==> src/core/tmr_consts.vh <==
// Constants for the 16-bit timer with clear-on-match and fast PWM modes.
// Assumes inclusion by the timer core, its checker and the bench; holds definitions only.
`ifndef TMR_CONSTS_VH
`define TMR_CONSTS_VH

// ----------------------------------------
// Register byte offsets
// ----------------------------------------
`define TMR_OFF_CTRL 12'h000
`define TMR_OFF_COUNT 12'h004
`define TMR_OFF_CMPA 12'h008
`define TMR_OFF_CMPB 12'h00c
`define TMR_OFF_CAPTOP 12'h010
`define TMR_OFF_FLAGS 12'h014
`define TMR_OFF_STATUS 12'h018

// ----------------------------------------
// Control field positions and reset values
// ----------------------------------------
`define TMR_CTRL_MODE_LSB 0
`define TMR_CTRL_COMA_LSB 4
`define TMR_CTRL_PRE_LSB 8
`define TMR_CTRL_DIRA_BIT 11
`define TMR_CTRL_DIRB_BIT 12
`define TMR_CTRL_RST 13'h0000
`define TMR_CNT_RST 16'h0000
`define TMR_CMP_RST 16'h0000
`define TMR_CAP_RST 16'h0000

// ----------------------------------------
// Flag bit positions
// ----------------------------------------
`define TMR_FLG_OVF 0
`define TMR_FLG_MATCHA 1
`define TMR_FLG_CAP 3

// ----------------------------------------
// Waveform mode select codes
// ----------------------------------------
`define TMR_MODE_CTC_A 4'h4
`define TMR_MODE_CTC_CAP 4'hc
`define TMR_MODE_FP8 4'h5
`define TMR_MODE_FP9 4'h6
`define TMR_MODE_FP10 4'h7
`define TMR_MODE_FP_CAP 4'he
`define TMR_MODE_FP_A 4'hf

// ----------------------------------------
// Count limits
// ----------------------------------------
`define TMR_TOP_8 16'h00ff
`define TMR_TOP_9 16'h01ff
`define TMR_TOP_10 16'h03ff
`define TMR_MAX 16'hffff
`define TMR_BOTTOM 16'h0000

// ----------------------------------------
// Output action codes
// ----------------------------------------
`define TMR_COM_OFF 2'h0
`define TMR_COM_TOGGLE 2'h1
`define TMR_COM_LOW 2'h2
`define TMR_COM_HIGH 2'h3

// ----------------------------------------
// Prescale selects and terminal counts
// ----------------------------------------
`define TMR_PRE_DIV1 3'h1
`define TMR_PRE_DIV8 3'h2
`define TMR_PRE_DIV64 3'h3
`define TMR_PRE_DIV256 3'h4
`define TMR_PRE_DIV1024 3'h5
`define TMR_PRE_T1 10'h000
`define TMR_PRE_T8 10'h007
`define TMR_PRE_T64 10'h03f
`define TMR_PRE_T256 10'h0ff
`define TMR_PRE_T1024 10'h3ff

`endif

==> src/core/tmr_pwm.v <==
// Timer core: 16-bit counter, two compare channels, limit register,
// prescaler, APB register slave and the two waveform pins.
// Assumes an APB master on pclk; port data inputs come from pclk logic.
//
// Local design decisions: register access over APB and the register addresses.
`timescale 1ns/1ps
`include "tmr_consts.vh"

module tmr_pwm (
  input wire pclk,
  input wire presetn,
  input wire [11:0] paddr,
  input wire psel,
  input wire penable,
  input wire pwrite,
  input wire [31:0] pwdata,
  output reg [31:0] prdata,
  output wire pready,
  output wire pslverr,
  input wire port_data_a,
  input wire port_data_b,
  output wire pin_out_a,
  output wire pin_oe_n_a,
  output wire pin_out_b,
  output wire pin_oe_n_b
);

  // ----------------------------------------
  // Decode helpers
  // ----------------------------------------
  function [15:0] fix_mask;
    input [3:0] m;
    begin
      case (m)
        `TMR_MODE_FP8: fix_mask = `TMR_TOP_8;
        `TMR_MODE_FP9: fix_mask = `TMR_TOP_9;
        `TMR_MODE_FP10: fix_mask = `TMR_TOP_10;
        default: fix_mask = `TMR_MAX;
      endcase
    end
  endfunction

  function is_map;
    input [11:0] a;
    begin
      case (a)
        `TMR_OFF_CTRL,
        `TMR_OFF_COUNT,
        `TMR_OFF_CMPA,
        `TMR_OFF_CMPB,
        `TMR_OFF_CAPTOP,
        `TMR_OFF_FLAGS,
        `TMR_OFF_STATUS: is_map = 1'b1;
        default: is_map = 1'b0;
      endcase
    end
  endfunction

  // ----------------------------------------
  // Registers
  // ----------------------------------------
  reg [12:0] ctrl_reg;
  reg [15:0] cnt_reg;
  reg [15:0] cnt_next;
  reg [15:0] cap_reg;
  reg ovf_reg;
  reg capf_reg;
  reg [9:0] pre_reg;
  reg [9:0] pre_term;
  reg pre_on;
  reg [15:0] top;

  wire [1:0] mflag_w;
  wire [1:0] wave_w;
  wire [31:0] act_w;
  wire [31:0] buf_w;

  wire [3:0] mode = ctrl_reg[`TMR_CTRL_MODE_LSB +: 4];
  wire [2:0] pre_sel = ctrl_reg[`TMR_CTRL_PRE_LSB +: 3];

  // ----------------------------------------
  // APB slave
  // ----------------------------------------
  // Zero wait states; unmapped offsets answer with an error.
  assign pready = 1'b1;
  assign pslverr = psel & penable & ~is_map(paddr);

  wire wr_en = psel & penable & pwrite & is_map(paddr);
  wire rd_setup = psel & ~penable & ~pwrite;
  wire wr_ctrl = wr_en & (paddr == `TMR_OFF_CTRL);
  wire wr_cap = wr_en & (paddr == `TMR_OFF_CAPTOP);
  wire wr_flags = wr_en & (paddr == `TMR_OFF_FLAGS);

  // Read data captured in setup so it is a flop in the access phase
  always @(posedge pclk or negedge presetn) begin
    if (!presetn) begin
      prdata <= 32'h0000_0000;
    end else if (rd_setup) begin
      case (paddr)
        `TMR_OFF_CTRL: prdata <= {19'h0, ctrl_reg};
        `TMR_OFF_COUNT: prdata <= {16'h0, cnt_reg};
        `TMR_OFF_CMPA: prdata <= {16'h0, buf_w[15:0]};
        `TMR_OFF_CMPB: prdata <= {16'h0, buf_w[31:16]};
        `TMR_OFF_CAPTOP: prdata <= {16'h0, cap_reg};
        `TMR_OFF_FLAGS: prdata <= {28'h0, capf_reg, mflag_w, ovf_reg};
        `TMR_OFF_STATUS: prdata <= {30'h0, wave_w};
        default: prdata <= 32'h0000_0000;
      endcase
    end
  end

  always @(posedge pclk or negedge presetn) begin
    if (!presetn) begin
      ctrl_reg <= `TMR_CTRL_RST;
    end else if (wr_ctrl) begin
      ctrl_reg <= pwdata[12:0];
    end
  end

  // ----------------------------------------
  // Prescaler
  // ----------------------------------------
  // select divide factor
  always @* begin
    pre_on = 1'b1;
    case (pre_sel)
      `TMR_PRE_DIV1: pre_term = `TMR_PRE_T1;
      `TMR_PRE_DIV8: pre_term = `TMR_PRE_T8;
      `TMR_PRE_DIV64: pre_term = `TMR_PRE_T64;
      `TMR_PRE_DIV256: pre_term = `TMR_PRE_T256;
      `TMR_PRE_DIV1024: pre_term = `TMR_PRE_T1024;
      default: begin
        pre_term = `TMR_PRE_T1;
        pre_on = 1'b0;
      end
    endcase
  end

  wire tick = pre_on & (pre_reg >= pre_term);

  always @(posedge pclk or negedge presetn) begin
    if (!presetn) begin
      pre_reg <= 10'h000;
    end else if (!pre_on || tick) begin
      pre_reg <= 10'h000;
    end else begin
      pre_reg <= pre_reg + 10'h001;
    end
  end

  // ----------------------------------------
  // Mode decode and limit
  // ----------------------------------------
  // fast PWM mode set
  wire is_fpwm = (mode == `TMR_MODE_FP8) | (mode == `TMR_MODE_FP9) |
                 (mode == `TMR_MODE_FP10) | (mode == `TMR_MODE_FP_CAP) |
                 (mode == `TMR_MODE_FP_A);
  wire is_ctc = (mode == `TMR_MODE_CTC_A) | (mode == `TMR_MODE_CTC_CAP);
  wire cap_top = (mode == `TMR_MODE_CTC_CAP) | (mode == `TMR_MODE_FP_CAP);
  wire a_top = (mode == `TMR_MODE_CTC_A) | (mode == `TMR_MODE_FP_A);

  always @* begin
    top = `TMR_MAX;
    if (cap_top) begin
      top = cap_reg;
    end else if (a_top) begin
      top = act_w[15:0];
    end else if (is_fpwm) begin
      top = fix_mask(mode);
    end
  end

  // Unsupported modes simply free-run to the maximum
  wire lim_ok = is_ctc | is_fpwm;
  wire at_top = lim_ok & (cnt_reg == top);
  wire at_max = (cnt_reg == `TMR_MAX);

  // ----------------------------------------
  // Counter
  // ----------------------------------------
  // equality only, so a low limit waits for the wrap
  always @* begin
    if (at_top) begin
      cnt_next = `TMR_BOTTOM;
    end else begin
      cnt_next = cnt_reg + 16'h0001;
    end
  end

  always @(posedge pclk or negedge presetn) begin
    if (!presetn) begin
      cnt_reg <= `TMR_CNT_RST;
    end else if (tick) begin
      cnt_reg <= cnt_next;
    end
  end

  always @(posedge pclk or negedge presetn) begin
    if (!presetn) begin
      cap_reg <= `TMR_CAP_RST;
    end else if (wr_cap) begin
      cap_reg <= pwdata[15:0];
    end
  end

  // ----------------------------------------
  // Overflow and limit flags
  // ----------------------------------------
  // set at the limit in fast PWM, else on the wrap from the maximum
  wire ovf_set = tick & (is_fpwm ? at_top : at_max);
  wire capf_set = tick & cap_top & at_top;

  // Set wins over a same-cycle clear
  always @(posedge pclk or negedge presetn) begin
    if (!presetn) begin
      ovf_reg <= 1'b0;
      capf_reg <= 1'b0;
    end else begin
      ovf_reg <= ovf_set |
                 (ovf_reg & ~(wr_flags & pwdata[`TMR_FLG_OVF]));
      capf_reg <= capf_set |
                  (capf_reg & ~(wr_flags & pwdata[`TMR_FLG_CAP]));
    end
  end

  // ----------------------------------------
  // Compare channels
  // ----------------------------------------
  genvar k;
  generate
    for (k = 0; k < 2; k = k + 1) begin : g_ch
      localparam [11:0] CH_OFF = (k == 0) ? `TMR_OFF_CMPA : `TMR_OFF_CMPB;
      reg [15:0] buf_reg;
      reg [15:0] act_reg;
      reg mflag_reg;
      reg wave_reg;
      reg pin_reg;
      reg oe_n_reg;
      wire wr_cmp = wr_en & (paddr == CH_OFF);
      wire [1:0] com = ctrl_reg[`TMR_CTRL_COMA_LSB + 2 * k +: 2];
      wire dir = ctrl_reg[`TMR_CTRL_DIRA_BIT + k];
      wire port_d = (k == 0) ? port_data_a : port_data_b;
      wire match = (cnt_reg == act_reg);
      wire [15:0] wval = pwdata[15:0] & fix_mask(mode);

      always @(posedge pclk or negedge presetn) begin
        if (!presetn) begin
          buf_reg <= `TMR_CMP_RST;
          act_reg <= `TMR_CMP_RST;
        end else begin
          if (wr_cmp) begin
            buf_reg <= wval;
          end
          if (wr_cmp && !is_fpwm) begin
            act_reg <= wval;
          end else if (tick && at_top && is_fpwm) begin
            act_reg <= buf_reg;
          end
        end
      end

      // flag after match tick, one clears
      always @(posedge pclk or negedge presetn) begin
        if (!presetn) begin
          mflag_reg <= 1'b0;
        end else begin
          mflag_reg <= (tick & match) |
                       (mflag_reg & ~(wr_flags & pwdata[`TMR_FLG_MATCHA + k]));
        end
      end

      // Waveform state, reset low
      always @(posedge pclk or negedge presetn) begin
        if (!presetn) begin
          wave_reg <= 1'b0;
        end else if (tick) begin
          if (is_fpwm) begin
            case (com)
              // toggle only when A is the limit
              `TMR_COM_TOGGLE: begin
                if (k == 0 && mode == `TMR_MODE_FP_A && match) begin
                  wave_reg <= ~wave_reg;
                end
              end
              `TMR_COM_LOW: begin
                if (at_top) begin
                  wave_reg <= 1'b0;
                end else if (match) begin
                  wave_reg <= 1'b1;
                end
              end
              // clear on match, set at bottom
              `TMR_COM_HIGH: begin
                if (at_top) begin
                  wave_reg <= 1'b1;
                end else if (match) begin
                  wave_reg <= 1'b0;
                end
              end
              default: wave_reg <= wave_reg;
            endcase
          end else if (match) begin
            case (com)
              `TMR_COM_TOGGLE: wave_reg <= ~wave_reg;
              `TMR_COM_LOW: wave_reg <= 1'b0;
              `TMR_COM_HIGH: wave_reg <= 1'b1;
              default: wave_reg <= wave_reg;
            endcase
          end
        end
      end

      // pin driven only when direction is output
      // port keeps pin when action is zero
      // Registered for clean pins; adds one pclk of delay.
      always @(posedge pclk or negedge presetn) begin
        if (!presetn) begin
          pin_reg <= 1'b0;
          oe_n_reg <= 1'b1;
        end else begin
          pin_reg <= (com != `TMR_COM_OFF) ? wave_reg : port_d;
          oe_n_reg <= ~dir;
        end
      end

      assign mflag_w[k] = mflag_reg;
      assign wave_w[k] = wave_reg;
      assign act_w[16 * k +: 16] = act_reg;
      assign buf_w[16 * k +: 16] = buf_reg;
    end
  endgenerate

  // ----------------------------------------
  // Pins
  // ----------------------------------------
  assign pin_out_a = g_ch[0].pin_reg;
  assign pin_oe_n_a = g_ch[0].oe_n_reg;
  assign pin_out_b = g_ch[1].pin_reg;
  assign pin_oe_n_b = g_ch[1].oe_n_reg;

endmodule

==> config.mk <==
export PLATFORM = sky130hd
export DESIGN_NAME = tmr_pwm
export DESIGN_NICKNAME = d
export VERILOG_FILES = /design/src/core/tmr_pwm.v
export VERILOG_INCLUDE_DIRS = /design/src /design/src/core
export SDC_FILE = /design/constraint.sdc
export NUM_CORES = 1
export LEC_CHECK = 0
export ABC_AREA = 1
export ABC_CLOCK_PERIOD_IN_PS = 4100
export BUFFER_PORTS_ARGS = -buffer_cell sky130_fd_sc_hd__buf_4
export CAP_MARGIN = 0
export CORE_MARGIN = 2
export CORE_UTILIZATION = 59
export CTS_CLUSTER_SIZE = 30
export DETAILED_ROUTE_END_ITERATION = 6
export PLACE_DENSITY = 0.88
export REMOVE_ABC_BUFFERS = 1
export SETUP_SLACK_MARGIN = 0.2
export SKIP_LAST_GASP = 1
export SLEW_MARGIN = 10
export SYNTH_ARGS = -nofsm -noshare
export SYNTH_HDL_FRONTEND = slang
export SYNTH_SLANG_ARGS = --single-unit
==> constraint.sdc <==
create_clock -name pclk -period 4.1 [get_ports pclk]
set_input_delay 0.205 -clock pclk [delete_from_list [all_inputs] [get_ports pclk]]
set_output_delay 0.205 -clock pclk [all_outputs]
set_load 0.01 [all_outputs]
==> results of run 1 <==
worst max-delay path: stages, from the launching register on:
cell      delay, ns
dfrtp_1        0.38
inv_1          0.10
ha_1           0.34
inv_1          0.11
nand4_1        0.15
ha_1           0.36
nand2_1        0.08
nor2_1         0.15
o211ai_1       0.11
nand4_1        0.12
nand2_1        0.11
inv_1          0.40
nand4_2        0.32
nand2_1        0.49
nand2_1        0.15
nand2_1        0.09
synth_stat cells, types with 4 or more instances:
cell / count / share of area (%)
xor2_1: 19 / 1.9
o21ai_0: 142 / 8.2
ha_1: 13 / 1.9
nor3_1: 22 / 1.3
clkbuf_1: 33 / 1.4
inv_1: 131 / 5.7
nor4_1: 8 / 0.58
nand3_1: 116 / 6.7
buf_4: 17 / 1.5
o221ai_1: 7 / 0.71
xnor2_1: 5 / 0.51
nand2_2: 13 / 0.94
nor2_1: 78 / 3.4
buf_2: 6 / 0.35
nor3b_1: 4 / 0.35
dfrtp_1: 143 / 41
nand2_1: 338 / 15
nand4_1: 25 / 1.8
or2_2: 5 / 0.36
a21oi_1: 19 / 1.1
routing by layer:
layer  share of wire [%]  vias to the layer above
met5                   0                        -
met3                  12                       84
met4                 3.3                        0
li1                    -                     3938
met1                  39                     3894
met2                  45                      496
layout make-up:
| cell class | instances | area [sq um] |
|---|---|---|
| clock buffers | 21 | 460 |
| clock inverters | 11 | 90.1 |
| fillers | 1254 | 4730 |
| inverters | 136 | 514 |
| multi-input cells | 865 | 4210 |
| flip-flops and latches | 145 | 3630 |
| well taps | 184 | 230 |
| repair buffers | 73 | 557 |
cells by family (layout without fill, tap and decap cells):
| family | count (synthesis) | count (layout) |
|---|---|---|
| adders and majority gates | 13 | 13 |
| AOI/OAI and AO/OA | 185 | 185 |
| and+or+nand+nor | 626 | 626 |
| xor gates and xnor gates | 24 | 24 |
| buffers and inverters | 196 | 241 |
| other | 2 | 17 |
| DFF | 145 | 145 |
per-stage QoR:
step / setup slack [ns] / hold slack (ns) / instance area, sq um
2_1_floorplan: 1.11 / -0.0906 / 8350
3_3_place_gp: 0.849 / 0.299 / 9120
3_5_place_dp: 0.773 / 0.302 / 9120
4_1_cts: 0.720 / 0.00478 / 9690
5_1_grt: 0.321 / 0.00993 / 9690
6_report: 0.573 / 0.00762 / 9690
final timing paths:
| kind | endpoint | slack [ns] |
|---|---|---|
| worst max-delay path | g_ch[0].act_reg[14] | 0.57 |
| worst min-delay path | g_ch[1].act_reg[6] | 0.008 |
| worst max register to register | g_ch[0].act_reg[14] | 0.57 |
| worst min register to register | pin_oe_n_a | 0.41 |
| max in group asynchronous | g_ch[0].buf_reg[7] | 2.75 |
| min in group asynchronous | pre_reg[1] | 0.39 |
power groups by stage:
| stage | Combinational, mW | Clock, mW | Sequential [mW] |
|---|---|---|---|
| after floorplan | 0.0280 | 0 | 1.46 |
| after global placement | 0.103 | 0 | 1.46 |
| after detailed placement | 0.106 | 0 | 1.46 |
| after CTS | 0.107 | 1.47 | 1.43 |
| after global routing | 0.119 | 1.54 | 1.43 |
| final | 0.107 | 1.46 | 1.43 |
==> reports/metrics.yaml, run 1 <==
status: "completed"
rsz0062_at_grt: "no"
cts_repair_resize_count: 0
yosysWarnings: 0
cts_buffers: 17
fp.dieH_um: 125
hold_depth: 3
cap_viol_max_count: 0
place.gp.congestion: 1.01
route.vias.total: 8412
ys_async_sr_fraction_pct: 100
synth-simple-area-share_pct: 32.1
p_leak_nw: 4.79
syn2layout_area_growth_pct: 12.3
grt.busiest_layer: "met2"
hold_path_startpoint: "pwdata[6]"
drive_above_1_share_pct: 11.3
utilization_pct: 67.2
htree_levels: 4
slew_viol_final: 0
min_path_type: "input pin to flip-flop"
diodes: 0
setup_violations: 0
final_antenna_net_count: 0
via_per_inst: 5.86
worst_skew_pair.late_latency_ns: 0.44
p_clk_share_pct: 48.7
port_buffers: 55
cts_root_buffer: "clkbuf_16"
synth_mux_area_share_pct: 0
critPathCaptureType: "flip-flop"
total_power_mw: 3.01
start_kind: "flip-flop"
fin_cells: 1435
r2r-start: "ctrl_reg[9]"
p_seq_share_pct: 47.7
synth-xor-area-share_pct: 2.44
cts_setup_buffers: 0
max_slew.worst_pin.slew_ns: 1.18
p_int_mw: 2.32
post-place-cells: 1401
reg2reg_depth: 15
firstDrtPassIters: 5
synth_cells: 1191
setup_tns_ns: 0
grtUsageTotal_pct: 34.0
core_sq_mm: 0.0144
finClkSkew_ns: 0.00890
final_cell_mix: "338 x nand2_1, 143 x dfrtp_1, 142 x o21ai_0"
gr-total-overflow: 0
synthAdderAreaFrac_pct: 1.89
grt_max_degree: 82
wl_per_cell_um: 17.9
synth-main-ff-cell: "dfrtp_1"
use_met3_pct: 10.9
min_period_over_period_pct: 86.0
dieArea_sq_mm: 0.0156
final_common_cell: "nand2_1"
ys_seq_area_share_pct: 42.1
slew_headroom_pct: 21.5
p_comb_share_pct: 3.6
die_x_um: 125
fin_nets: 1302
clk_pin_slew_ns: 0.06
grtUsageMet1_pct: 44.5
peakVddDrop_v: 0.000253
max_freq_ghz: 0.284
drt_iter0_markers: 866
power.net_switching_mw: 0.683
met2_usage_pct: 52.1
worst_ep_required_time_ns: 4.47
rows: 44
start_util_pct: 59.8
syn_area_sq_mm: 0.00863
ios: 89
fin_crit_ns: 3.53
synth_top_family_by_area: "simple AND/OR/NAND/NOR gates"
clock_sinks: 145
cp_max_fo: 14
hpwl_um: 17700
crit_arrival_ns: 3.90
post-route-drc-count: 0
final_hold_viol_count: 0
synth.avg_cell_area_sq_um: 7.24
ys_seq_elements: 145
totalWireLength_um: 25700
grt_pass1_vias: 8104
cts_tree: "yes"
critPathKind: "flip-flop to flip-flop"
synth-compound-area-share_pct: 11.6
synth.distinct_cells: 46
p_sw_share_pct: 22.7
startpoint: "ctrl_reg[9]"
antenna_found_initial: 0
clock_path_buffers: 2
grt_pass1_wl_um: 41500
holdBufCountCts: 2
synth-edff-count: 0
power_density_mw_per_mm2: 310
(Power assumes the default switching activity.)
==> run 2, diff against run 1 <==
--- a/config.mk
+++ b/config.mk
@@ -10,6 +10,7 @@
 export ABC_CLOCK_PERIOD_IN_PS = 4100
 export BUFFER_PORTS_ARGS = -buffer_cell sky130_fd_sc_hd__buf_4
 export CAP_MARGIN = 0
+export CORE_ASPECT_RATIO = 0.9
 export CORE_MARGIN = 2
 export CORE_UTILIZATION = 59
 export CTS_CLUSTER_SIZE = 30
==> run 2 against run 1 <==
Non-clock buffer count grew 1; clock skew shrank 0.0011 ns; core utilization grew 1.3 points; worst setup slack gained 0.042 ns; combinational power is essentially flat; critical path depth is the same; cell count grew 0.63%; cell area is essentially flat; power shrank 1.1%; routed wire length grew 1.8%; first-iteration DRC count grew 6.0%; critical endpoint is now g_ch[1].act_reg[3]; highest routed layer unchanged.
==> reports/metrics.yaml, run 2 (same netlist as run 1, synthesis figures left out) <==
p_comb_share_pct: 3.6  # about the same
ios: 89  # unchanged
critPathBufInv: 3  # unchanged
fin_nets: 1303  # +0.077%
clock_path_buffers: 2  # unchanged
hold_depth: 3  # unchanged
fin_cells: 1444  # +0.63%
max_stage_delay_ns: 0.44  # -0.05 ns
rr_endpoint: "g_ch[1].act_reg[3]"
p_clk_share_pct: 48.2  # -0.5 points
grt_pass1_vias: 8435  # +4.1%
min_path_type: "input pin to flip-flop"
wl_met3_um: 2870  # -8.4%
hpwl_um: 17900  # +1.4%
dr_wl_met2_um: 11600  # -0.78%
syn2layout_area_growth_pct: 12.3  # about the same
firstDrtPassIters: 7  # +2
reg2reg_depth: 15  # unchanged
rows: 41  # -6.8%
hold_path_startpoint: "pwdata[3]"
rrSetupSlack_ns: 0.62  # +0.04 ns
via_per_inst: 5.94  # +1.3%
antenna_found_initial: 0  # unchanged
slew_headroom_pct: 26.8  # +5.3 points
crit_family: "simple AND/OR/NAND/NOR gates"
totalWireLength_um: 26100  # +1.8%
cts_root_buffer: "clkbuf_16"
max_freq_ghz: 0.287  # +1.2%
p_int_mw: 2.28  # -1.9%
post-place-cells: 1411  # +0.71%
wl_met1_um: 10400  # +3.9%
p_sw_share_pct: 23.3  # +0.59 points
min_period_over_period_pct: 85.0  # -1.0 points
clk_pin_slew_ns: 0.06  # about the same
diodes: 0  # unchanged
fin_crit_ns: 3.48  # -0.0419 ns
cp_slowest_cell: "nand2_1"
final_common_cell: "nand2_1"
final_hold_viol_count: 0  # unchanged
power_density_mw_per_mm2: 307  # -1.1%
place.gp.congestion: 0.997  # -0.93%
cap_viol_max_count: 0  # unchanged
slew_viol_final: 0  # unchanged
final_cell_mix: "338 x nand2_1, 143 x dfrtp_1, 142 x o21ai_0"
dieArea_sq_mm: 0.0156  # about the same
die_x_um: 131  # +5.2%
min_to: "g_ch[0].act_reg[3]"
cts_tree: "yes"
worst_skew_pair.late_latency_ns: 0.44  # about the same
r2r-start: "ctrl_reg[9]"
final_antenna_net_count: 0  # unchanged
drt_iter0_markers: 918  # +6.0%
critPathCaptureType: "flip-flop"
finClkSkew_ns: 0.00777  # -0.00113 ns
start_kind: "flip-flop"
port_buffers: 55  # unchanged
clock_sinks: 145  # unchanged
cts_setup_buffers: 0  # unchanged
rsz0062_at_grt: "no"
power.net_switching_mw: 0.694  # +1.5%
worst-path-stages: 15  # unchanged
htree_levels: 4  # unchanged
cts_repair_resize_count: 0  # unchanged
grt_pass1_wl_um: 42600  # +2.8%
fp.dieH_um: 119  # -5.0%
setup_tns_ns: 0  # unchanged
critPathKind: "flip-flop to flip-flop"
route.vias.total: 8573  # +1.9%
p_leak_nw: 4.78  # -0.13%
crit_path_cell_trace: "inv_1 > ha_1 > inv_1 > o21ai_0 > ha_1 > nand2_1 > o21ai_0 > nand2_1 > nand4_1 > nand2_1 > inv_1 > nand4_2 > nand2_1 > nand2_1 > nand2_1"
drive_above_1_share_pct: 11.3  # unchanged
peakVddDrop_v: 0.000284  # +12%
wl_per_cell_um: 18.1  # +1.2%
start_util_pct: 60.9  # +1.1 points
post-route-drc-count: 0  # unchanged
cpMostUsedCell: "nand2_1"
worst_ep_required_time_ns: 4.47  # about the same
gr-total-overflow: 0  # unchanged
core_sq_mm: 0.0142  # -1.8%
top_layer_used: "met4"
setup_violations: 0  # unchanged
grtUsageTotal_pct: 34.9  # +0.92 points
cp_max_fo: 14  # unchanged
cts_buffers: 17  # unchanged
p_seq_share_pct: 48.2  # +0.5 points
crit_arrival_ns: 3.86  # -0.04 ns
max_slew.worst_pin.slew_ns: 1.10  # -0.0792 ns
grt_max_degree: 87  # +6.1%
status: "completed"
-- run 2: cell types whose count changed in the layout (fill, tap and decap cells not counted), sizes merged --
cell,previous run,this run
buf,71,72
clkbuf,21,22
bufinv,1,0
clkinv,8,6
inv,134,135
-- run 2: worst reg2reg max path: cells and delay by family, from the launching register on --
family                     cells  cell delay (ns)
adders and majority gates      2             0.71
buffers and inverters          3             0.58
and+or+nand+nor                8             1.34
AOI/OAI and AO/OA              2             0.39
DFF                            1             0.40
-- run 2: timing repair --
item	4_1_cts	5_1_grt
setup endpoints to repair	0	0
endpoints found under the hold margin	85	0
hold buffers	2	0
-- run 2: worst max-delay path by stage --
stage                     slack, ns         from             endpoint
after floorplan                1.11  ctrl_reg[9]  g_ch[0].act_reg[12]
after global placement         0.82  ctrl_reg[9]          cnt_reg[12]
after detailed placement       0.76  ctrl_reg[9]          cnt_reg[10]
after CTS                      0.71  ctrl_reg[9]   g_ch[1].act_reg[3]
after global routing           0.33  ctrl_reg[9]   g_ch[1].act_reg[3]
final                          0.62  ctrl_reg[9]   g_ch[1].act_reg[3]
-- run 2: power by group through the flow --
stage,logic [mW],clock network [mW],registers [mW]
finish,0.106,1.43,1.43
CTS,0.106,1.43,1.43
global route,0.119,1.49,1.43
global placement,0.102,0,1.46
floorplan,0.0280,0,1.46
detailed placement,0.104,0,1.46
-- run 2: area by class of cell --
cell class,count,area (sq um)
fillers,1217,4470
inverters,136,514
clock inverters,9,58.8
repair buffers,74,564
well taps,193,241
multi-input cells,865,4210
flip-flops and latches,145,3630
clock buffers,22,474
-- run 2: routing by layer --
| metal | track usage [%] | vias to the layer above |
|---|---|---|
| met5 | 0 | - |
| met4 | 18.3 | 0 |
| met3 | 9.22 | 120 |
| met2 | 54.4 | 534 |
| met1 | 44.9 | 3977 |
| li1 | - | 3942 |
-- run 2: metrics by stage --
step | hold WS [ns] | util [%] | worst slack, ns | total power [mW] | area [sq um]
after floorplan | -0.0906 | - | 1.11 | 1.49 | 8350
after global placement | 0.312 | 64.6 | 0.820 | 1.56 | 9140
after detailed placement | 0.315 | 64.6 | 0.760 | 1.56 | 9140
after CTS | 0.0138 | 68.5 | 0.712 | 2.97 | 9690
after global routing | 0.0253 | 68.5 | 0.334 | 3.05 | 9690
final | 0.00955 | 68.5 | 0.615 | 2.97 | 9690
